File: config.mk
export PLATFORM = sky130hd
export DESIGN_NAME = root_port_ctrl
export DESIGN_NICKNAME = d
export VERILOG_FILES = /design/src/port_engine.v /design/src/root_port_ctrl.v
export VERILOG_INCLUDE_DIRS = /design/src
export SDC_FILE = /design/constraint.sdc
export NUM_CORES = 1
export LEC_CHECK = 0
export ABC_AREA = 1
export BUFFER_PORTS_ARGS = -buffer_cell sky130_fd_sc_hd__buf_2
export CORE_UTILIZATION = 50
export CTS_CLUSTER_SIZE = 24
export DETAILED_ROUTE_END_ITERATION = 10
export GPL_ROUTABILITY_DRIVEN = 0
export PLACE_DENSITY_LB_ADDON = 0.25
export SETUP_SLACK_MARGIN = 0.4
export SLEW_MARGIN = 20
export SYNTH_ARGS = -nofsm -noshare
export SYNTH_HDL_FRONTEND = slang
export SYNTH_SLANG_ARGS = --single-unit
export TNS_END_PERCENT = 5
File: constraint.sdc
create_clock -name sys_clk_i -period 1.6 [get_ports sys_clk_i]
set_input_delay 0.08 -clock sys_clk_i [delete_from_list [all_inputs] [get_ports sys_clk_i]]
set_output_delay 0.08 -clock sys_clk_i [all_outputs]
set_load 0.05 [all_outputs]
File: src/port_ctrl_regs.vh
// constants for the root hub downstream port status and control logic
`ifndef PORT_CTRL_REGS_VH
`define PORT_CTRL_REGS_VH
`define PORT1_STATUS_ADDR   4'h0
`define PORT2_STATUS_ADDR   4'h4
`define HUB_CTRL_ADDR       4'h8
`define BIT_CONNECT         0
`define BIT_ENABLE          1
`define BIT_SUSPEND         2
`define BIT_OVERCURRENT     3
`define BIT_RESET           4
`define BIT_POWER           8
`define BIT_LOW_SPEED       9
`define BIT_CONNECT_CHG     16
`define BIT_ENABLE_CHG      17
`define BIT_SUSPEND_CHG     18
`define BIT_OVERCURRENT_CHG 19
`define BIT_RESET_CHG       20
`define BIT_HUB_RESET       0
`define BIT_FIXED_DEV1      1
`define BIT_FIXED_DEV2      2
`define CLK_MHZ             250
`define RESET_SIG_US        10
`define RESUME_SIG_US       20
`define EOP_US              2
`define SYNC_DELAY_US       3000
`define RESET_SIG_CYC       (`RESET_SIG_US * `CLK_MHZ)
`define RESUME_SIG_CYC      (`RESUME_SIG_US * `CLK_MHZ)
`define EOP_CYC             (`EOP_US * `CLK_MHZ)
`define SYNC_DELAY_CYC      (`SYNC_DELAY_US * `CLK_MHZ)
`endif

File: src/port_engine.v
// one downstream port: status flags, change flags and signalling timers
//
// Strobed register access and the register addresses were decided locally.
`timescale 1ns/10ps
`include "port_ctrl_regs.vh"
module port_engine #(
  parameter RESET_CYC  = `RESET_SIG_CYC,
  parameter RESUME_CYC = `RESUME_SIG_CYC,
  parameter EOP_CYC    = `EOP_CYC,
  parameter SYNC_CYC   = `SYNC_DELAY_CYC
) (
  input  wire        sys_clk_i,
  input  wire        nrst_i,
  input  wire        attached_i,
  input  wire        low_speed_i,
  input  wire        fixed_dev_i,
  input  wire        hub_reset_i,
  input  wire        wr_i,
  input  wire [31:0] wdata_i,
  output wire [31:0] status_o,
  output reg         reset_drive_o,
  output reg         resume_drive_o,
  output reg         suspend_o
);
  localparam ST_IDLE   = 3'd0;
  localparam ST_RESET  = 3'd1;
  localparam ST_RESUME = 3'd2;
  localparam ST_EOP    = 3'd3;
  localparam ST_SYNC   = 3'd4;
  reg  [2:0]  state_r;
  reg  [31:0] cnt_r;
  reg         connect_r;
  reg         attached_d_r;
  reg         enabled_r;
  reg         suspended_r;
  reg         reset_active_r;
  reg         power_r;
  reg         low_speed_r;
  reg         connect_change_r;
  reg         enable_change_r;
  reg         suspend_change_r;
  reg         reset_change_r;
  reg         en_nxt;
  reg         rst_nxt;
  wire        w_clr_en   = wr_i & wdata_i[`BIT_CONNECT];
  wire        w_set_en   = wr_i & wdata_i[`BIT_ENABLE];
  wire        w_set_susp = wr_i & wdata_i[`BIT_SUSPEND];
  wire        w_clr_susp = wr_i & wdata_i[`BIT_OVERCURRENT];
  wire        w_set_rst  = wr_i & wdata_i[`BIT_RESET];
  wire        w_set_pwr  = wr_i & wdata_i[`BIT_POWER];
  wire        w_clr_pwr  = wr_i & wdata_i[`BIT_LOW_SPEED];
  wire        cnt_done = (cnt_r == 32'h00000000);
  // an attached device or a fixed device pins connect high
  wire        conn_now = fixed_dev_i | attached_i;
  wire        conn_evt = ~fixed_dev_i & (attached_i != attached_d_r);
  wire        reset_end  = (state_r == ST_RESET) & cnt_done;
  wire        resume_end = (state_r == ST_SYNC) & cnt_done;
  // disconnected set-enable, set-suspend and set-reset commands bump connect change
  wire        bad_cmd = ~connect_r & (w_set_rst | w_set_en | w_set_susp);
  always @* begin
    en_nxt = enabled_r;
    if (w_clr_en) begin
      en_nxt = 1'b0;
    end
    if (w_set_en & connect_r) begin
      en_nxt = 1'b1;
    end
    if (reset_end | resume_end) begin
      en_nxt = 1'b1;
    end
    if (~connect_r) begin
      en_nxt = 1'b0;
    end
    rst_nxt = reset_active_r;
    // only an idle port starts a reset, so the flag never sticks without a timer
    if (w_set_rst & connect_r & (state_r == ST_IDLE)) begin
      rst_nxt = 1'b1;
    end
    if (reset_end) begin
      rst_nxt = 1'b0;
    end
    // a pulled plug aborts the reset and still counts as a change
    if (~conn_now) begin
      rst_nxt = 1'b0;
    end
  end
  always @(posedge sys_clk_i or negedge nrst_i) begin
    if (!nrst_i) begin
      state_r          <= ST_IDLE;
      cnt_r            <= 32'h00000000;
      connect_r        <= 1'b0;
      attached_d_r     <= 1'b0;
      enabled_r        <= 1'b0;
      suspended_r      <= 1'b0;
      reset_active_r   <= 1'b0;
      power_r          <= 1'b0;
      low_speed_r      <= 1'b0;
      connect_change_r <= 1'b0;
      enable_change_r  <= 1'b0;
      suspend_change_r <= 1'b0;
      reset_change_r   <= 1'b0;
      reset_drive_o    <= 1'b0;
      resume_drive_o   <= 1'b0;
      suspend_o        <= 1'b0;
    end else begin
      attached_d_r   <= attached_i;
      connect_r      <= conn_now;
      low_speed_r    <= low_speed_i;
      enabled_r      <= en_nxt;
      reset_active_r <= rst_nxt;
      if (w_set_pwr) begin
        power_r <= 1'b1;
      end else if (w_clr_pwr) begin
        power_r <= 1'b0;
      end
      // set wins over the write-one clear on every change flag
      if (conn_evt | bad_cmd | (hub_reset_i & fixed_dev_i)) begin
        connect_change_r <= 1'b1;
      end else if (wr_i & wdata_i[`BIT_CONNECT_CHG]) begin
        connect_change_r <= 1'b0;
      end
      if (en_nxt != enabled_r) begin
        enable_change_r <= 1'b1;
      end else if (wr_i & wdata_i[`BIT_ENABLE_CHG]) begin
        enable_change_r <= 1'b0;
      end
      if (resume_end) begin
        suspend_change_r <= 1'b1;
      end else if (wr_i & wdata_i[`BIT_SUSPEND_CHG]) begin
        suspend_change_r <= 1'b0;
      end
      if (rst_nxt != reset_active_r) begin
        reset_change_r <= 1'b1;
      end else if (wr_i & wdata_i[`BIT_RESET_CHG]) begin
        reset_change_r <= 1'b0;
      end
      if (cnt_r != 32'h00000000) begin
        cnt_r <= cnt_r - 32'h00000001;
      end
      case (state_r)
        ST_IDLE: begin
          if (w_set_rst & connect_r) begin
            state_r       <= ST_RESET;
            cnt_r         <= RESET_CYC - 1;
            reset_drive_o <= 1'b1;
          end else if (w_clr_susp & suspended_r) begin
            state_r        <= ST_RESUME;
            cnt_r          <= RESUME_CYC - 1;
            resume_drive_o <= 1'b1;
          end else if (w_set_susp & connect_r) begin
            suspended_r <= 1'b1;
            suspend_o   <= 1'b1;
          end
        end
        ST_RESET: begin
          if (cnt_done) begin
            state_r       <= ST_IDLE;
            reset_drive_o <= 1'b0;
            suspended_r   <= 1'b0;
            suspend_o     <= 1'b0;
          end
        end
        ST_RESUME: begin
          if (cnt_done) begin
            state_r        <= ST_EOP;
            cnt_r          <= EOP_CYC - 1;
            resume_drive_o <= 1'b0;
          end
        end
        ST_EOP: begin
          if (cnt_done) begin
            state_r   <= ST_SYNC;
            cnt_r     <= SYNC_CYC - 1;
            suspend_o <= 1'b0;
          end
        end
        ST_SYNC: begin
          if (cnt_done) begin
            state_r     <= ST_IDLE;
            suspended_r <= 1'b0;
          end
        end
        default: begin
          state_r <= ST_IDLE;
        end
      endcase
      if (~conn_now) begin
        state_r        <= ST_IDLE;
        reset_drive_o  <= 1'b0;
        resume_drive_o <= 1'b0;
        suspend_o      <= 1'b0;
        suspended_r    <= 1'b0;
      end
    end
  end
  // overcurrent bits tied low, other gaps zero
  assign status_o = {11'h000, reset_change_r, 1'b0, suspend_change_r, enable_change_r,
                     connect_change_r, 6'h00, low_speed_r, power_r, 3'h0, reset_active_r,
                     1'b0, suspended_r, enabled_r, connect_r};
endmodule // port_engine

File: src/root_port_ctrl.v
// root hub with two downstream port status and control registers
`timescale 1ns/10ps
`include "port_ctrl_regs.vh"
module root_port_ctrl #(
  parameter SYNC_CYC = `SYNC_DELAY_CYC
) (
  input  wire        sys_clk_i,
  input  wire        nrst_i,
  input  wire [3:0]  addr_i,
  input  wire [31:0] wdata_i,
  input  wire        wr_i,
  input  wire        rd_i,
  output reg  [31:0] rdata_o,
  input  wire [1:0]  attached_i,
  input  wire [1:0]  low_speed_i,
  output reg  [1:0]  reset_drive_o,
  output reg  [1:0]  resume_drive_o,
  output reg  [1:0]  suspend_o
);
  reg  [2:0]  hub_ctrl_r;
  reg  [1:0]  hub_reset_r;
  wire [31:0] st1;
  wire [31:0] st2;
  wire [1:0]  rdrv;
  wire [1:0]  mdrv;
  wire [1:0]  sdrv;
  wire        wr_hub = wr_i & (addr_i == `HUB_CTRL_ADDR);
  always @(posedge sys_clk_i or negedge nrst_i) begin
    if (!nrst_i) begin
      hub_ctrl_r     <= 3'h0;
      hub_reset_r    <= 2'h0;
      rdata_o        <= 32'h00000000;
      reset_drive_o  <= 2'h0;
      resume_drive_o <= 2'h0;
      suspend_o      <= 2'h0;
    end else begin
      if (wr_hub) begin
        hub_ctrl_r <= {wdata_i[`BIT_FIXED_DEV2], wdata_i[`BIT_FIXED_DEV1], 1'b0};
      end
      hub_reset_r    <= {2{wr_hub & wdata_i[`BIT_HUB_RESET]}};
      reset_drive_o  <= rdrv;
      resume_drive_o <= mdrv;
      suspend_o      <= sdrv;
      rdata_o        <= 32'h00000000;
      if (rd_i) begin
        case (addr_i)
          `PORT1_STATUS_ADDR: rdata_o <= st1;
          `PORT2_STATUS_ADDR: rdata_o <= st2;
          `HUB_CTRL_ADDR:     rdata_o <= {29'h0, hub_ctrl_r};
          default:            rdata_o <= 32'h00000000;
        endcase
      end
    end
  end
  port_engine #(.SYNC_CYC(SYNC_CYC)) u_port1 (
    .sys_clk_i      (sys_clk_i),
    .nrst_i         (nrst_i),
    .attached_i     (attached_i[0]),
    .low_speed_i    (low_speed_i[0]),
    .fixed_dev_i    (hub_ctrl_r[`BIT_FIXED_DEV1]),
    .hub_reset_i    (hub_reset_r[0]),
    .wr_i           (wr_i & (addr_i == `PORT1_STATUS_ADDR)),
    .wdata_i        (wdata_i),
    .status_o       (st1),
    .reset_drive_o  (rdrv[0]),
    .resume_drive_o (mdrv[0]),
    .suspend_o      (sdrv[0])
  );
  port_engine #(.SYNC_CYC(SYNC_CYC)) u_port2 (
    .sys_clk_i      (sys_clk_i),
    .nrst_i         (nrst_i),
    .attached_i     (attached_i[1]),
    .low_speed_i    (low_speed_i[1]),
    .fixed_dev_i    (hub_ctrl_r[`BIT_FIXED_DEV2]),
    .hub_reset_i    (hub_reset_r[1]),
    .wr_i           (wr_i & (addr_i == `PORT2_STATUS_ADDR)),
    .wdata_i        (wdata_i),
    .status_o       (st2),
    .reset_drive_o  (rdrv[1]),
    .resume_drive_o (mdrv[1]),
    .suspend_o      (sdrv[1])
  );
endmodule // root_port_ctrl

==> run summary, run 1 <==
Hold EP -> u_port1.power_r
Slew Limit Headroom -> 65.10%
Vias in the first global route -> 7191
Worst-Margin Slew -> 0.5169 ns
Post-Place Worst Slack -> -0.2414 ns
Number of max-cap violations -> 0
Final wirelength -> 21440 um
Die width -> 122.5 um
Yosys cell types -> 52
Initial DRC Count -> 616
Post-synthesis sequential area ratio -> 40.35%
Vias -> 7344
Most common cell in the netlist -> nand2_1
DRC Markers -> 0
Fin cells -> 1391
Synth Flop Type -> dfrtp_1
Port Buf Inserts -> 38
Top post-synthesis cells by count -> nand2_1 (223), nor2_1 (135), dfrtp_1 (117)
Total grt overflow -> 0
Worst IR Drop VDD -> 1.087 mV
Clk_skew -> 0.01093 ns
Hold_sp -> wdata_i[9]
Outcome -> finished, violations left
Most used cell, CP -> nor2_2
PwrDens -> 1589 mW/mm^2
RR Startpoint -> u_port1.cnt_r[16]
Crit path largest cell delay -> 0.39 ns
Post-synth ARST share -> 100.0%
Final Max Tran Viols -> 0
Initial antenna violation count -> 0
Setup_tns -> -5.849 ns
Crit path kind -> reg -> reg
Fin worst setup slack -> -0.1776 ns
# rows -> 43
Reg2reg path depth -> 10
PnR Total Power -> 15.98 mW
Hold depth -> 4
Total Die Area -> 0.01500 mm^2
Reg2reg end -> u_port1.cnt_r[3]
Worst Setup End Kind -> flip-flop
Share of the synthesized area in the top cell type -> 40.35%
Fraction of layout cells with a size suffix above 1 -> 37.08%
Ranking of synthesized cells by area -> dfrtp_1 (40%), nand2_1 (12%), nor2_1 (7.0%), inv_1 (5.3%), nand3_1 (4.4%)
Routed wire per std cell -> 15.41 um
First-pass GRT wire length -> 34530 um
Crit path DAT -> 2.13 ns
Req. time, crit path -> 1.95 ns
CTS tree -> built
Clk Latency, worst-skew pair -> 0.43 ns
Clock sink count -> 117
Final net count -> 1248
Ys Warns -> 0
Antenna viol nets, final -> 0
CORE AREA -> 0.01404 mm^2
Hold WS -> 0.01244 ns
Clock H-tree levels -> 4
Setup Viol. Count Final -> 73
Min-delay worst type -> in -> reg
Ant diodes -> 0
Hold Vio Cnt, Final -> 0
CP Max Fanout -> 7
Top Ports -> 82
GRT Total Usage -> 30.28%
Yosys top cell by area -> dfrtp_1
Setup slack, reg-to-reg -> -0.18 ns
Vias/cell -> 5.280
Failing checks -> setup timing
Post-Synthesis Cells -> 955
Area Overhead vs Synth -> 38.58%
Critical path startpoint category -> flip-flop
Area after DPL -> 0.008970 mm^2
Seq cells post-synth -> 117
Final worst path period share -> 111.1%
Synthesized area -> 0.007256 mm^2
Crit-path cells -> nor2_2 -> nand2_1 -> nor2_2 -> nand3b_1 -> nor2_4 -> buf_8 -> nand3_4 -> nand3_2 -> o21ai_2 -> nor2_1
Highest clock rate -> 0.5625 GHz
Pleak -> 5.150 nW
Worst Setup SP -> u_port1.cnt_r[16]
Placed instance count -> 1343
Syn avg cell area -> 7.598 um^2
Clock root buffer -> clkbuf_16
Util after Layout -> 71.60%
Num CTS Buffers -> 17
Clock transition at path regs -> 0.06 ns
HPWL Detailed -> 15500 um
Post-route minimum period -> 1.778 ns
Die height -> 122.5 um
Fillers -> 1064
Clock tree buffer depth -> 2
Slowest CP cell -> dfrtp_1
Largest net degree at the start of global routing -> 36
Initial core utilization -> 51.67%
Number of synthesized flops with an enable pin -> 0
RSZ-0062 raised after global routing -> true
Final Cell Area -> 0.01005 mm^2
Drt pass-1 iters -> 5
==> how the worst max path moves through the flow <==
stage	endpoint	slack, ns
floorplan	u_port1.cnt_r[0]	-0.05
global placement	u_port2.cnt_r[31]	-0.25
detailed placement	u_port2.cnt_r[31]	-0.24
CTS	u_port2.cnt_r[0]	-0.15
global route	u_port1.cnt_r[3]	-0.25
finish	u_port1.cnt_r[3]	-0.18
==> layout by cell type (no fill, tap or decap), drive strengths merged, types with 4 or more instances in the layout <==
cell,count
o211ai,5
buf,218
nand4,24
nand3,70
clkbuf,19
a21oi,33
dlygate4sd3,13
nor2,180
clkinv,7
nand3b,5
nor3,31
nand2,239
inv,117
o21ai,39
conb,22
xor2,29
xnor2,6
dfrtp,117
o31ai,4
o21bai,4
ha,6
==> metal layers <==
layer	track usage [%]	share of wire, %	vias to the layer above
li1	-	-	3522
met1	38.45	43	3495
met2	50.88	49	275
met3	6.599	5.1	52
met4	10.29	2.3	0
met5	0	0	-
==> layout make-up <==
cell class	instances	area, um^2	area share (%)
clock buffers	19	442.9	4.405
flip-flops and latches	117	2930	29.14
inverters	114	430.4	4.281
repair buffers	231	1747	17.37
clock inverters	13	125.1	1.244
well taps	180	225.2	2.240
multi-input cells	717	4154	41.31
==> flip-flops by register name, indices dropped and copies added, names as in the netlist, 2 cells and up <==
register	cells
resume_drive_o	2
reset_drive_o	2
u_port2.state_r	3
rdata_o	10
u_port1.state_r	3
u_port1.cnt_r	32
u_port2.cnt_r	32
suspend_o	2
hub_ctrl_r	2
==> where the power goes <==
group          total, mW  leakage [nW]  internal (mW)  switching (mW)
logic               8.19          3.35           3.50            4.69
clock network       3.68         0.274           2.19            1.49
registers           4.10          1.52           3.58           0.523
total               16.0          5.15           9.27            6.70
==> logic make-up (layout without fill, tap and decap cells) <==
logic type	count (synthesis)	count (layout)	share of synthesized area, %
flip-flops	117	117	40.35
other	1	22	0.05168
AO/OA/AOI/OAI	98	98	8.364
AND/OR/NAND/NOR	556	556	36.96
adder cells (fa/ha/maj)	6	6	1.035
buffers and inverters	142	377	9.019
XOR/XNOR	35	35	4.225
==> worst max-delay path: cells and delay by family, from the launching register on <==
kind                   cells  cell delay [ns]
AND/OR/NAND/NOR            8             1.06
flip-flops                 1             0.39
buffers and inverters      1             0.19
AO/OA/AOI/OAI              1             0.05
==> repair_timing <==
| action | 4_1_cts | 5_1_grt |
|---|---|---|
| hold endpoints to repair | 42 | 0 |
| hold buffers | 13 | 0 |
| pin swaps | 26 | 22 |
| cloned | 0 | 0 |
| gates resized for setup | 66 | 49 |
| endpoints found under the setup margin | 88 | 89 |
| buffers inserted | 2 | 1 |
Note: power is estimated with default switching activity, not from simulation.
==> inputs of run 2 (changes only) <==
==> constraint.sdc (replaced) <==
create_clock -name sys_clk_i -period 1.9 [get_ports sys_clk_i]
set_input_delay 0.095 -clock sys_clk_i [delete_from_list [all_inputs] [get_ports sys_clk_i]]
set_output_delay 0.095 -clock sys_clk_i [all_outputs]
set_load 0.05 [all_outputs]
==> run 2 against run 1 <==
  * The flow now finishes without violations
  * Sequential share of layout area increased by 2.6 points
  * Wire length decreased by 7.8%
  * Sequential power decreased by 15%
  * Core utilization decreased by 6.0 points
  * Critical path depth increased by 1
  * First-iteration DRC count decreased by 9.6%
  * Register-to-register slack improved by 0.21 ns
  * Worst hold slack improved by 0.0061 ns
  * Clock power decreased by 15%
==> run summary, run 2 (synthesis gave the netlist of run 1 again) <==
Outcome -> complete, no violations
Total Die Area -> 0.01500 mm^2
Clock transition at path regs -> 0.06 ns
Hold Vio Cnt, Final -> 0
Antenna viol nets, final -> 0
Multi-input gate area -> 0.004079 mm^2
First-pass GRT wire length -> 31740 um
Reg area -> 0.002930 mm^2
Clk_skew -> 0.01352 ns
PwrDens -> 1336 mW/mm^2
Final worst path period share -> 98.48%
Internal power -> 6.999 mW
Setup Viol. Count Final -> 0
Clk Latency, worst-skew pair -> 0.42 ns
Most frequent cells in the layout -> nand2_1 (211), dfrtp_1 (115), nor2_1 (105)
Combinational share of power -> 46.1%
Highest clock rate -> 0.5344 GHz
Fin worst setup slack -> 0.02887 ns
Area Overhead vs Synth -> 27.04%
Vias/cell -> 5.328
Port Buf Inserts -> 38
Pleak -> 4.597 nW
GRT Total Usage -> 27.66%
Vias -> 6852
Top Ports -> 82
Worst Setup End Kind -> flip-flop
Slew Limit Headroom -> 66.00%
Req. time, crit path -> 2.20 ns
Biggest regs -> u_port1.cnt_r: 32 flops, u_port2.cnt_r: 32 flops, rdata_o: 10 flops
Post-route minimum period -> 1.871 ns
Hold WS -> 0.01852 ns
Fillers -> 1175
Final Cell Area -> 0.009218 mm^2
Total grt overflow -> 0
Clock root buffer -> clkbuf_16
Critical path startpoint category -> flip-flop
Vias in the first global route -> 6625
Die height -> 122.5 um
DRC Markers -> 0
Clock power share -> 25.5%
Initial core utilization -> 51.67%
CTS tree -> built
Crit path kind -> reg -> reg
HPWL Detailed -> 14000 um
Most common cell after layout, fill and taps aside -> nand2_1
Worst IR Drop VDD -> 0.9344 mV
Sequential share of power -> 28.4%
RSZ-0062 raised after global routing -> true
Switching Share -> 43.15%
Fraction of layout cells with a size suffix above 1 -> 28.66%
Min-delay worst type -> in -> reg
PnR Total Power -> 12.31 mW
Drt pass-1 iters -> 5
Post-Place Worst Slack -> 0.02017 ns
Initial DRC Count -> 557
Final Max Tran Viols -> 0
Crit path DAT -> 2.17 ns
Initial antenna violation count -> 0
Clock tree buffer depth -> 2
Final wirelength -> 19760 um
Ant diodes -> 0
Number of max-cap violations -> 0
# rows -> 43
Clock H-tree levels -> 4
Num CTS Buffers -> 17
Clock sink count -> 117
Routed wire per std cell -> 15.37 um
Largest net degree at the start of global routing -> 48
Final net count -> 1143
Die width -> 122.5 um
Area after DPL -> 0.008001 mm^2
CORE AREA -> 0.01404 mm^2
Worst-Margin Slew -> 0.5081 ns
CP Max Fanout -> 8
Net Sw Power -> 5.312 mW
==> run 2: changes by cell type in the layout (fill, tap and decap cells not counted), sizes merged <==
cell,change
buf,-105
dlygate4sd3,-1
clkinv,-3
inv,+4
==> run 2: final cells by class <==
| cell class | instances | share of cell area (%) |
|---|---|---|
| Multi-Input combinational cell | 717 | 44.25 |
| Sequential cell | 117 | 31.79 |
| Timing Repair Buffer | 126 | 10.48 |
| Clock buffer | 18 | 4.764 |
| Inverter | 114 | 4.751 |
| Tap cell | 180 | 2.443 |
| Clock inverter | 14 | 1.520 |
==> run 2: through the flow <==
step	util (%)	TNS [ns]	cells
2_1_floorplan	-	0	976
3_5_place_dp	56.98	0	1214
6_report	65.64	0	1286
4_1_cts	63.58	0	1267
5_1_grt	65.64	-0.1370	1286
3_3_place_gp	56.98	0	1214
==> run 2: final timing paths <==
path / start / slack [ns] / cells after the start / end
setup / recovery: u_port1.cnt_r[6] / 0.03 / 11 / u_port1.cnt_r[27]
hold / removal: wdata_i[9] / 0.02 / 4 / u_port2.power_r
setup reg to reg: u_port1.cnt_r[6] / 0.03 / 11 / u_port1.cnt_r[27]
hold reg to reg: u_port1.suspend_o / 0.37 / 0 / suspend_o[0]
max in group asynchronous: nrst_i / 1.07 / 3 / u_port1.cnt_r[2]
min in group asynchronous: nrst_i / 0.19 / 2 / u_port2.cnt_r[10]
==> run 2: worst max-delay path, cell delays in order (launching register included) <==
cell,delay (ns)
dfrtp_1,0.41
nor2_2,0.20
nand2_2,0.10
inv_2,0.09
nand3_2,0.08
nor2_4,0.16
nand2_8,0.09
nand2_4,0.09
nand2_4,0.06
a21oi_4,0.22
clkbuf_16,0.21
nor3_2,0.04
==> run 2: metal layers <==
metal  routed length [um]  vias to the layer above  track usage [%]
met3                 1257                       51            4.926
li1                     -                     3324                -
met1                 8372                     3205            35.71
met4                  541                        0            10.29
met2                 9590                      272            46.21
met5                    0                        -                0
==> run 2: timing repair <==
item,4_1_cts,5_1_grt
setup endpoints to repair,86,88
endpoints found under the hold margin,45,0
gates resized for setup,39,42
cloned,0,1
pin swaps,16,26
setup buffers,9,18
hold buffers,12,0
==> run 2: power groups by stage <==
| stage | logic (mW) | clock network [mW] | registers [mW] |
|---|---|---|---|
| floorplan | 3.49 | 0 | 3.52 |
| global placement | 4.85 | 0 | 3.48 |
| detailed placement | 4.93 | 0 | 3.49 |
| CTS | 5.23 | 3.18 | 3.46 |
| global route | 6.27 | 3.29 | 3.55 |
| finish | 5.67 | 3.14 | 3.50 |
==> inputs of run 3 (changes only) <==
--- a/config.mk
+++ b/config.mk
@@ -8,11 +8,12 @@
 export LEC_CHECK = 0
 export ABC_AREA = 1
 export BUFFER_PORTS_ARGS = -buffer_cell sky130_fd_sc_hd__buf_2
+export CORE_MARGIN = 2
 export CORE_UTILIZATION = 50
 export CTS_CLUSTER_SIZE = 24
 export DETAILED_ROUTE_END_ITERATION = 10
 export GPL_ROUTABILITY_DRIVEN = 0
-export PLACE_DENSITY_LB_ADDON = 0.25
+export PLACE_DENSITY = 0.7
 export SETUP_SLACK_MARGIN = 0.4
 export SLEW_MARGIN = 20
 export SYNTH_ARGS = -nofsm -noshare
==> run 3 against run 2 <==
  * Worst setup slack improved by 0.054 ns
  * Core utilization up 0.38 points
  * Critical path depth unchanged
  * Flip-flop and latch count did not move
  * Maximum frequency rose by 3.0%
  * Non-clock buffer count up 18
  * Combinational power increased by 3%
  * Global-route usage shrank 1.1 points
  * Final area up 2.9%
  * Critical endpoint is now u_port2.cnt_r[22]
  * Clock skew down 0.0050 ns
  * Die area grew 3.3%
==> run summary, run 3 (synthesis gave the netlist of run 1 again) <==
Biggest regs -> u_port1.cnt_r: 32 flops, u_port2.cnt_r: 32 flops, rdata_o: 10 flops
Most common cell after layout, fill and taps aside -> nand2_1
Clock tree buffer depth -> 2
Die height -> 124.5 um
Final worst path period share -> 95.64%
GRT Total Usage -> 26.52%
Setup_tns -> 0 ns
PwrDens -> 1328 mW/mm^2
Initial DRC Count -> 597
Final Max Tran Viols -> 0
Clock root buffer -> clkbuf_16
Min-delay worst type -> in -> reg
Worst IR Drop VDD -> 1.116 mV
Req. time, crit path -> 2.21 ns
Final net count -> 1161
Setup Viol. Count Final -> 0
Fraction of layout cells with a size suffix above 1 -> 30.34%
Vias -> 7006
RSZ-0062 raised after global routing -> true
Clock sink count -> 117
Number of max-cap violations -> 0
First-pass GRT wire length -> 33050 um
Vias/cell -> 5.356
Vias in the first global route -> 7033
Clock transition at path regs -> 0.06 ns
Clk Latency, worst-skew pair -> 0.43 ns
Hold Vio Cnt, Final -> 0
Die width -> 124.5 um
Clk_skew -> 0.008558 ns
Critical path startpoint category -> flip-flop
Most frequent cells in the layout -> nand2_1 (205), dfrtp_1 (114), nor2_1 (111)
Post-route minimum period -> 1.817 ns
Total Die Area -> 0.01549 mm^2
Antenna viol nets, final -> 0
Crit path kind -> reg -> reg
Fin cells -> 1308
DRC Markers -> 0
Largest net degree at the start of global routing -> 38
Top Ports -> 82
Routed wire per std cell -> 15.55 um
Drt pass-1 iters -> 8
Worst Setup End Kind -> flip-flop
Final wirelength -> 20330 um
Highest clock rate -> 0.5503 GHz
Initial antenna violation count -> 0
Crit path DAT -> 2.12 ns
Port Buf Inserts -> 38
Placed instance count -> 1218
Num CTS Buffers -> 17
# rows -> 44
Ant diodes -> 0
Pleak -> 4.786 nW
Area Overhead vs Synth -> 30.75%
HPWL Detailed -> 14110 um
Total grt overflow -> 0
Initial core utilization -> 50.50%
CORE AREA -> 0.01437 mm^2
CTS tree -> built
Outcome -> complete, no violations
CP Max Fanout -> 6
Clock H-tree levels -> 4
-- run 3: cell count changes in the layout (fill, tap and decap cells not counted), moves of 5 or more --
cell	previous run	this run
nor2_2	51	37
buf_4	69	81
nor2_4	23	31
nand2_1	211	205
nor2_1	105	111
inv_1	92	87
inv_2	19	24
nand2_4	7	12
-- run 3: worst max-delay path, stage by stage (launching register included) --
cell	delay (ns)
dfrtp_1	0.45
nor2_4	0.17
inv_1	0.10
nor2_2	0.11
nand3b_2	0.11
nor2_4	0.19
buf_12	0.14
nand2_8	0.07
nand2_8	0.09
buf_12	0.11
buf_12	0.11
nor3_1	0.05
-- run 3: routing by layer --
layer  vias up  part of all wire [%]  GRT usage, %
met5         -                     0             0
met3        68                   5.7         6.057
met1      3285                    41         32.51
met4         0                   3.5         12.62
met2       287                    50         44.29
li1       3366                     -             -
-- run 3: final cells by class --
cell class	count	area, um^2
Timing Repair Buffer	144	1146
Clock buffer	18	429.2
Tap cell	184	230.2
Inverter	114	435.4
Multi-Input combinational cell	717	4146
Clock inverter	14	167.7
Fill cell	1174	4882
Sequential cell	117	2932
-- run 3: final timing paths --
path | start | end | slack (ns) | depth (start not counted)
setup / recovery | u_port2.cnt_r[9] | u_port2.cnt_r[22] | 0.08 | 11
hold reg to reg | u_port2.suspend_o | suspend_o[1] | 0.37 | 0
setup reg to reg | u_port2.cnt_r[9] | u_port2.cnt_r[22] | 0.08 | 11
min in group asynchronous | nrst_i | u_port1.cnt_r[26] | 0.17 | 2
hold / removal | wdata_i[17] | u_port1.enable_change_r | 0.02 | 4
max in group asynchronous | nrst_i | u_port2.state_r[0] | 1.11 | 3
-- run 3: through the flow --
step / power (mW) / worst slack (ns) / cell area, um^2 / hold slack, ns / utilization, %
after floorplan: 7.009 / 0.2476 / 7400 / -0.2006 / -
after global placement: 8.295 / 0.01463 / 8006 / 0.08280 / 55.72
after detailed placement: 8.377 / -0.01686 / 8006 / 0.08441 / 55.72
after CTS: 12.24 / 0.1209 / 9331 / 0.006149 / 64.94
after global routing: 13.40 / -0.03904 / 9487 / 0.01784 / 66.02
final: 12.60 / 0.08279 / 9487 / 0.01631 / 66.02
-- run 3: what timing repair did --
action / in CTS / in global routing
setup buffers: 37 / 6
cloned: 1 / 0
gates resized for setup: 66 / 38
hold buffers: 14 / 0
hold endpoints to repair: 42 / 0
endpoints found under the setup margin: 87 / 88
pin swaps: 34 / 6
-- run 3: report_power, final --
part	internal, mW	total (mW)	switching [mW]	leakage, nW
Clock	1.97	3.24	1.27	0.286
Sequential	3.01	3.51	0.498	1.52
Combinational	2.19	5.84	3.65	2.98
